File: config.mk
export PLATFORM = sky130hd
export DESIGN_NAME = output_signal_logic_combiner
export DESIGN_NICKNAME = d
export VERILOG_FILES = /design/src/combiner_pkg.sv /design/src/logic_result_unit.sv /design/src/output_signal_logic_combiner.sv
export VERILOG_INCLUDE_DIRS = /design/src /design/src/src
export SDC_FILE = /design/constraint.sdc
export NUM_CORES = 1
export LEC_CHECK = 0
export BUFFER_PORTS_ARGS = -buffer_cell sky130_fd_sc_hd__buf_2
export CAP_MARGIN = 40
export CORE_UTILIZATION = 44
export DETAILED_ROUTE_END_ITERATION = 16
export GPL_TIMING_DRIVEN = 1
export PLACE_DENSITY = 0.62
export SLEW_MARGIN = 20
export SYNTH_ARGS = -nofsm -noshare
export SYNTH_HDL_FRONTEND = slang
export SYNTH_SLANG_ARGS = --single-unit
File: constraint.sdc
create_clock -name clock_i -period 7.2 [get_ports clock_i]
set_clock_uncertainty 0.2 [all_clocks]
set_input_delay 0.36 -clock clock_i [delete_from_list [all_inputs] [get_ports clock_i]]
set_output_delay 0.36 -clock clock_i [all_outputs]
set_load 0.005 [all_outputs]
File: src/combiner_map.svh
`ifndef COMBINER_MAP_SVH
`define COMBINER_MAP_SVH

// Register word offsets on the Avalon-MM slave
`define REG_TERM_SEL0    5'h00
`define REG_RELAY_SEL    5'h05
`define REG_RESULT_CFG0  5'h06
`define REG_TO_LIMIT     5'h0C
`define REG_FAN_CTRL     5'h0D
`define REG_LINK_CFG     5'h0E
`define REG_MONITOR      5'h0F
`define REG_EVT_STATUS   5'h10
`define REG_EVT_MASK     5'h11

// Field positions of a result configuration word
`define CFG_SRC1_LSB     0
`define CFG_SRC2_LSB     8
`define CFG_OP_LSB       16

// Field positions of the monitor word
`define MON_CAP_BIT      0
`define MON_FAN_BIT      1
`define MON_LINK_BIT     2
`define MON_RESULT_LSB   8

// Output-signal codes with a fixed meaning
`define CODE_LINK        6'h20
`define CODE_RESULT_LO   6'h21
`define CODE_RESULT_HI   6'h26
`define CODE_CAP         6'h27
`define CODE_FAN         6'h28
`define CODE_MAX         6'h38

// Operator codes and setting values
`define OP_AND           2'h0
`define OP_OR            2'h1
`define OP_XOR           2'h2
`define FAN_CTRL_NO_WARN 2'h1
`define LINK_MODBUS_485  2'h3

// Reset values and the highest timeout limit
`define RST_SEL          6'h00
`define RST_OP           2'h0
`define RST_TO_LIMIT     14'h0000
`define RST_MASK         3'h0
`define TO_LIMIT_MAX     14'h270F

// Timing and thresholds
`define CLK_HZ           125000000
`define TICK_MS          10
`define FAN_DROP_PCT     75

`endif

File: src/combiner_pkg.sv
`include "combiner_map.svh"

package combiner_pkg;

  // Avalon handshake states
  typedef enum logic [1:0] {
    BUS_IDLE = 2'b01,
    BUS_ACK  = 2'b10
  } bus_state_t;

  // Whole state of the combiner
  typedef struct packed {
    bus_state_t       bus;
    logic             waitreq;
    logic [31:0]      rdata;
    logic [4:0][5:0]  term_sel;
    logic [5:0]       relay_sel;
    logic [5:0][5:0]  src1;
    logic [5:0][5:0]  src2;
    logic [5:0][1:0]  op;
    logic [13:0]      to_limit;
    logic [1:0]       fan_ctrl;
    logic [1:0]       link_cfg;
    logic [31:0]      tick_cnt;
    logic [13:0]      to_cnt;
    logic             link_flag;
    logic [31:0]      life_cnt;
    logic             cap_warn;
    logic             fan_drop;
    logic [2:0]       evt_status;
    logic [2:0]       evt_mask;
    logic             irq;
    logic [4:0]       term_out;
    logic             relay_out;
  } state_t;

  // Picks one output signal by code; result codes and codes past the top read as 0
  function automatic logic pick(input logic [63:0] vec, input logic [5:0] code);
    if ((code >= `CODE_RESULT_LO && code <= `CODE_RESULT_HI) || code > `CODE_MAX)
      return 1'b0;
    return vec[code];
  endfunction

endpackage

File: src/logic_result_unit.sv
`timescale 1ns/1ps
`default_nettype none
`include "combiner_map.svh"

module logic_result_unit (
  // Source signals and selection
  input  wire logic [63:0] src_vec_i,
  input  wire logic [5:0]  sel1_i,
  input  wire logic [5:0]  sel2_i,
  input  wire logic [1:0]  op_i,
  // Combined result
  output logic             result_o
);

  logic a;
  logic b;

  // Two independent selectors that cannot pick another result
  always_comb begin
    a = combiner_pkg::pick(src_vec_i, sel1_i);
    b = combiner_pkg::pick(src_vec_i, sel2_i);
    unique case (op_i)
      `OP_AND: result_o = a & b;
      `OP_OR:  result_o = a | b;
      `OP_XOR: result_o = a ^ b;
      default: result_o = 1'b0;
    endcase
  end

endmodule

`default_nettype wire

File: src/output_signal_logic_combiner.sv
// Our own choices: the register offsets and the Avalon-MM interface to the registers.
`timescale 1ns/1ps
`default_nettype none
`include "combiner_map.svh"

module output_signal_logic_combiner #(
  parameter int unsigned TICK_CYCLES     = `CLK_HZ / 1000 * `TICK_MS,
  parameter logic [31:0] LIFE_LIMIT      = 32'h0FFF_FFFF,
  parameter logic [7:0]  HOT_TEMP        = 8'h50,
  parameter logic [7:0]  FAN_FULL_SPEED  = 8'hFF
) (
  // Clock and reset
  input  wire logic        clock_i,
  input  wire logic        rst_i,
  // Avalon-MM slave
  input  wire logic [4:0]  address_i,
  input  wire logic        read_i,
  input  wire logic        write_i,
  input  wire logic [31:0] writedata_i,
  input  wire logic [3:0]  byteenable_i,
  output logic [31:0]      readdata_o,
  output logic             waitrequest_o,
  output logic             irq_o,
  // Drive status inputs
  input  wire logic [56:0] out_sig_i,
  input  wire logic        rx_data_i,
  input  wire logic [7:0]  temp_i,
  input  wire logic [7:0]  fan_speed_i,
  // Terminals 11 to 15 and alarm relay
  output logic [4:0]       term_o,
  output logic             relay_o
);

  combiner_pkg::state_t s;
  combiner_pkg::state_t n;
  logic [63:0] src_vec;
  logic [5:0]  results;
  logic        tick;
  logic        link_en;
  logic        expire;
  logic        fan_slow;
  logic [31:0] cur_word;
  logic [31:0] wr_word;
  logic [2:0]  evt;
  logic [2:0]  clr;
  logic [4:0]  cfg_idx;

  // Routes a function code to a result, an internal flag or a plain signal
  function automatic logic route(input logic [5:0] code, input logic [63:0] vec,
                                 input logic [5:0] res);
    logic [5:0] idx;
    idx = 6'(code - `CODE_RESULT_LO);
    if (code >= `CODE_RESULT_LO && code <= `CODE_RESULT_HI)
      return res[idx[2:0]];
    return combiner_pkg::pick(vec, code);
  endfunction

  // Applies Avalon byte enables to a register word
  function automatic logic [31:0] merge(input logic [31:0] old, input logic [31:0] wd,
                                        input logic [3:0] be);
    logic [31:0] m;
    m = {{8{be[3]}}, {8{be[2]}}, {8{be[1]}}, {8{be[0]}}};
    return (old & ~m) | (wd & m);
  endfunction

  // Source vector: external signals with internal flags at their codes
  always_comb begin
    src_vec = {7'h00, out_sig_i};
    src_vec[`CODE_LINK] = s.link_flag;
    src_vec[`CODE_CAP] = s.cap_warn;
    src_vec[`CODE_FAN] = s.fan_drop;
  end

  // Six independent result units
  for (genvar g = 0; g < 6; g++) begin : g_result
    logic_result_unit u_unit (
      .src_vec_i (src_vec),
      .sel1_i    (s.src1[g]),
      .sel2_i    (s.src2[g]),
      .op_i      (s.op[g]),
      .result_o  (results[g])
    );
  end

  // Flag conditions
  assign tick = s.tick_cnt == 32'(TICK_CYCLES - 1);
  assign link_en = s.link_cfg == `LINK_MODBUS_485;
  assign expire = link_en && tick && !s.link_flag && s.to_limit != 14'h0000 &&
                  (s.to_cnt + 14'h0001) >= s.to_limit;
  assign fan_slow = ({7'h00, fan_speed_i} * 15'h0064) <=
                    ({7'h00, FAN_FULL_SPEED} * 15'(`FAN_DROP_PCT));
  assign cfg_idx = 5'(address_i - `REG_RESULT_CFG0);

  // Register readback of the current state
  always_comb begin
    cur_word = 32'h0000_0000;
    if (address_i <= 5'h04) begin
      cur_word[5:0] = s.term_sel[address_i[2:0]];
    end else if (address_i == `REG_RELAY_SEL) begin
      cur_word[5:0] = s.relay_sel;
    end else if (address_i >= `REG_RESULT_CFG0 && address_i < `REG_TO_LIMIT) begin
      cur_word[`CFG_SRC1_LSB +: 6] = s.src1[cfg_idx[2:0]];
      cur_word[`CFG_SRC2_LSB +: 6] = s.src2[cfg_idx[2:0]];
      cur_word[`CFG_OP_LSB +: 2] = s.op[cfg_idx[2:0]];
    end else begin
      unique case (address_i)
        `REG_TO_LIMIT:   cur_word[13:0] = s.to_limit;
        `REG_FAN_CTRL:   cur_word[1:0] = s.fan_ctrl;
        `REG_LINK_CFG:   cur_word[1:0] = s.link_cfg;
        `REG_MONITOR: begin
          cur_word[`MON_CAP_BIT] = s.cap_warn;
          cur_word[`MON_FAN_BIT] = s.fan_drop;
          cur_word[`MON_LINK_BIT] = s.link_flag;
          cur_word[`MON_RESULT_LSB +: 6] = results;
        end
        `REG_EVT_STATUS: cur_word[2:0] = s.evt_status;
        `REG_EVT_MASK:   cur_word[2:0] = s.evt_mask;
        default:         cur_word = 32'h0000_0000;
      endcase
    end
    wr_word = merge(cur_word, writedata_i, byteenable_i);
  end

  // Next state of the whole block
  always_comb begin
    n = s;
    clr = 3'h0;
    n.tick_cnt = tick ? 32'h0000_0000 : s.tick_cnt + 32'h0000_0001;
    // Avalon handshake: answer one cycle after the request, act when released
    unique case (s.bus)
      combiner_pkg::BUS_IDLE: begin
        if (read_i || write_i) begin
          n.bus = combiner_pkg::BUS_ACK;
          n.waitreq = 1'b0;
          n.rdata = read_i ? cur_word : 32'h0000_0000;
        end
      end
      combiner_pkg::BUS_ACK: begin
        n.bus = combiner_pkg::BUS_IDLE;
        n.waitreq = 1'b1;
        if (read_i && address_i == `REG_EVT_STATUS)
          clr = s.evt_status;
        if (write_i) begin
          if (address_i <= 5'h04) begin
            n.term_sel[address_i[2:0]] = wr_word[5:0];
          end else if (address_i == `REG_RELAY_SEL) begin
            n.relay_sel = wr_word[5:0];
          end else if (address_i >= `REG_RESULT_CFG0 && address_i < `REG_TO_LIMIT) begin
            n.src1[cfg_idx[2:0]] = wr_word[`CFG_SRC1_LSB +: 6];
            n.src2[cfg_idx[2:0]] = wr_word[`CFG_SRC2_LSB +: 6];
            n.op[cfg_idx[2:0]] = wr_word[`CFG_OP_LSB +: 2];
          end else if (address_i == `REG_TO_LIMIT) begin
            n.to_limit = (wr_word[13:0] > `TO_LIMIT_MAX) ? `TO_LIMIT_MAX
                                                         : wr_word[13:0];
          end else if (address_i == `REG_FAN_CTRL) begin
            n.fan_ctrl = wr_word[1:0];
          end else if (address_i == `REG_LINK_CFG) begin
            n.link_cfg = wr_word[1:0];
          end else if (address_i == `REG_EVT_MASK) begin
            n.evt_mask = wr_word[2:0];
          end
        end
      end
    endcase
    // Reception timeout watch in 10 ms ticks
    if (!link_en) begin
      n.to_cnt = 14'h0000;
      n.link_flag = 1'b0;
    end else begin
      if (rx_data_i)
        n.to_cnt = 14'h0000;
      else if (tick && !s.link_flag && s.to_limit != 14'h0000)
        n.to_cnt = s.to_cnt + 14'h0001;
      n.link_flag = (s.link_flag & ~rx_data_i) | expire;
    end
    // Capacitor wear grows faster when hot
    if (tick && s.life_cnt < LIFE_LIMIT)
      n.life_cnt = s.life_cnt + ((temp_i > HOT_TEMP) ? 32'h0000_0002 : 32'h0000_0001);
    n.cap_warn = n.life_cnt >= LIFE_LIMIT;
    // Fan speed drop unless warnings are switched off
    n.fan_drop = fan_slow && s.fan_ctrl != `FAN_CTRL_NO_WARN;
    // Sticky events: a new event beats a clearing read
    evt = {n.fan_drop & ~s.fan_drop, n.cap_warn & ~s.cap_warn, n.link_flag & ~s.link_flag};
    n.evt_status = (s.evt_status & ~clr) | evt;
    n.irq = |(n.evt_status & n.evt_mask);
    // Registered routing to terminals and relay
    for (int i = 0; i < 5; i++)
      n.term_out[i] = route(s.term_sel[i], src_vec, results);
    n.relay_out = route(s.relay_sel, src_vec, results);
    // Synchronous reset
    if (rst_i) begin
      n = '0;
      n.bus = combiner_pkg::BUS_IDLE;
      n.waitreq = 1'b1;
      n.to_limit = `RST_TO_LIMIT;
      n.evt_mask = `RST_MASK;
    end
  end

  // State register
  always_ff @(posedge clock_i) begin
    s <= n;
  end

  // Outputs straight from the state
  assign readdata_o = s.rdata;
  assign waitrequest_o = s.waitreq;
  assign irq_o = s.irq;
  assign term_o = s.term_out;
  assign relay_o = s.relay_out;
endmodule

`default_nettype wire

==> results.md <==
* Switch Pwr at 979 uW
* Final Util at 0.486
* Antenna Nets Post-Route at 0
* Main area contributors after synthesis: mux4_2 (33%), dfxtp_1 (22%), nor2_1 (4.8%)
* Max Clk Rate at 176 MHz
* Crit Path Category: register to register
* Worst-Skew Late Latency at 550 ps
* Max FO, Critical Path at 16
* Yosys top cell area share at 0.329
* Worst slew margin at 0.293
* Die width at 229 um
* Root buffer cell: clkbuf_16
* Boundary Pins at 159
* Num rows at 82
* Core box area at between 50000 and 60000 um2
* Ys flop type: dfxtp_1
* Yosys top cell by area: mux4_2
* GRT Util Overall at 0.292
* Switch share at 0.282
* Commonest cells in the netlist: mux4_2 (330), nor2_1 (289), dfxtp_1 (250)
* CTS H-Tree Depth at 1
* Post-synthesis mux area share at 0.371
* Starting Density at 0.448
* Combinational share of power at 0.175
* Synthesized flop and latch total at 250
* Largest family of logic cells by synthesized area: multiplexers
* Postcts setup bufs at 0
* 1st-pass router iterations at 6
* Worst vdd ir at 0.165 mV
* IO buf count at 122
* Max Slew Vio Count at 0
* Gp weighted congestion at 0.952
* Period utilisation layout at 0.790
* CP startpoint kind: register
* CP Capture Type: register
* Worst-Margin Slew at around 1100 ps
* Hold Vio Cnt, Final at 0
* Share of cells above drive strength 1 at 0.270
* Vias at 19781
* MaxCap Viol Count at 0
* Vias in the first global route at approximately 19000
* Post-synthesis async set-or-reset flop share at 0
* Adder-cell share of the synthesized area at 0.0479
* Hold crit path type: input pin to register
* Clock-pin slew on the worst setup and hold paths at around 60 ps
* Via-to-Cell Ratio at between 6 and 7
* DR DRC count at 0
* Largest net degree at the start of global routing at approximately 100
* WL per Instance at 26.9 um
* TritonCTS clock tree: built
* Drt initial violations at between 2000 and 2500
* Number of synthesized flops with an enable pin at 0
* Cell area after synthesis at between 20000 and 25000 um2
* Simple-gate share of the synthesized area at 0.145
* CTS resizes at 0
* Clock network power share at 0.421
* Mapped Cells at 2258
* Final TNS setup at 0 ps
* WL final at 77800 um
* Clock Sinks at 250
* CTS Buf Count at 27
* Pint at 2.49 mW
* Top-count cell post-synth: mux4_2
* Die Span Y at 229 um
* Compound-Gate Fraction of Synth Area at 0.112
* First-pass GRT wire length at 118000 um
* CP required at approximately 7400 ps
* RSZ-0062 raised after global routing: no
* Power per Cell Area at 142 nW/um2
* CTS max path bufs at 3
* Xor and xnor area share after synthesis at 0.0334
* Outcome: completed
* Die Area at about 52000 um2
* Distinct cells, synth at 80
* Total Nets Final at ~2400
* Syn. warnings at 0
* Syn avg cell area at 10.0 um2
* Hold-fix buffers, CTS at 4
* WP data arrival at 5900 ps
* Fill count at 4636
* Period minus WS final at 5690 ps
* Seq pwr share at 0.404
* Initial antenna violation count at 2
* Seq/Total Area, Yosys at 0.222
* Layout area overhead at 8.44%
* GR Overflow Total at 0
* Post-DP HPWL at 53400 um
* Leak at 8.01 nW
* # setup viols final at 0
-- worst max-delay path, stage by stage, from the launching register on --
cell      delay, ps
dfxtp_1         810
mux4_2          430
mux4_2          500
mux4_2          560
inv_1            90
ha_1            220
mux2i_1         140
o22ai_1          90
clkbuf_4        210
a221o_1         420
a22oi_1         630
a21boi_0        370
a21oi_1         540
nor3b_1         250
a211oi_1         70
-- final timing paths --
kind | cells after the start | slack [ps] | startpoint | to
worst max-delay path | 14 | 1510 | s[149]$_SDFFE_PP0P_ | s[101]$_SDFFE_PP0P_
worst min-delay path | 3 | 30 | read_i | s[265]$_SDFFE_PP1P_
worst max register to register | 14 | 1510 | s[149]$_SDFFE_PP0P_ | s[101]$_SDFFE_PP0P_
worst min register to register | 1 | 250 | s[62]$_SDFF_PP0_ | s[62]$_SDFF_PP0_
-- registers in the layout (all words and copies together) (netlist names) --
register	count
s	227
readdata_o	16
term_o	5
irq_o	1
relay_o	1
-- cells in the final DEF (no fill, tap or decap), types with 10 or more instances in the layout --
cell       instances
mux4_2           330
nor2_1           289
dfxtp_1          250
buf_2            121
nand2_1           99
a211oi_1          87
inv_1             80
ha_1              80
o21ai_0           68
mux2i_1           68
a21oi_1           57
xor2_1            54
nand3_1           54
and3_1            41
nor3_1            40
xnor2_1           32
buf_4             31
nand4_1           27
clkbuf_16         27
nor2b_1           25
a22oi_1           24
nor4_1            23
buf_8             23
mux2_2            22
conb_1            16
a31oi_1           15
o211ai_1          14
nand3b_1          14
and2_1            12
or3_1             10
-- layout make-up --
type,instances,area (um2),area share
multi-input combinational,1651,16100,0.656
antenna,1,2.50,0.000102
timing repair buffer,186,1340,0.0547
tap,672,841,0.0343
clock buffer,32,714,0.0292
clock inverter,17,199,0.00813
sequential,250,5000,0.204
inverter,82,308,0.0126
-- cells by family (layout without fill, tap and decap cells) --
group	Yosys count	count (layout)
AO/OA/AOI/OAI	366	366
XOR/XNOR	86	86
adder cells (fa/ha/maj)	84	84
buffers and inverters	372	317
flip-flops	250	250
multiplexers	421	421
other	1	17
AND/OR/NAND/NOR	678	678
-- metrics by stage --
step	hold slack [ps]	setup slack (ps)	cells	power, mW	instance area (um2)
5_1_grt	96.1	1360	2891	3.57	24500
4_1_cts	10.8	1140	2878	3.46	24300
6_report	29.8	1510	2891	3.47	24500
3_3_place_gp	224	1250	2806	1.99	23100
3_5_place_dp	243	1170	2825	2.01	23300
2_1_floorplan	213	1990	2273	1.81	22600
-- metal layers --
metal	global-route usage	part of all wire	vias up
met5	0.00460	0	-
met4	0.148	0.058	0
met3	0.0676	0.11	307
met2	0.481	0.47	1311
met1	0.359	0.36	9696
li1	-	-	8467
-- power groups by stage --
stage	combinational, mW	sequential, mW	clock, mW
finish	0.608	1.40	1.46
detailed placement	0.579	1.43	0
global route	0.638	1.40	1.53
floorplan	0.380	1.43	0
CTS	0.582	1.40	1.47
global placement	0.552	1.44	0
(Power assumes the default switching activity.)
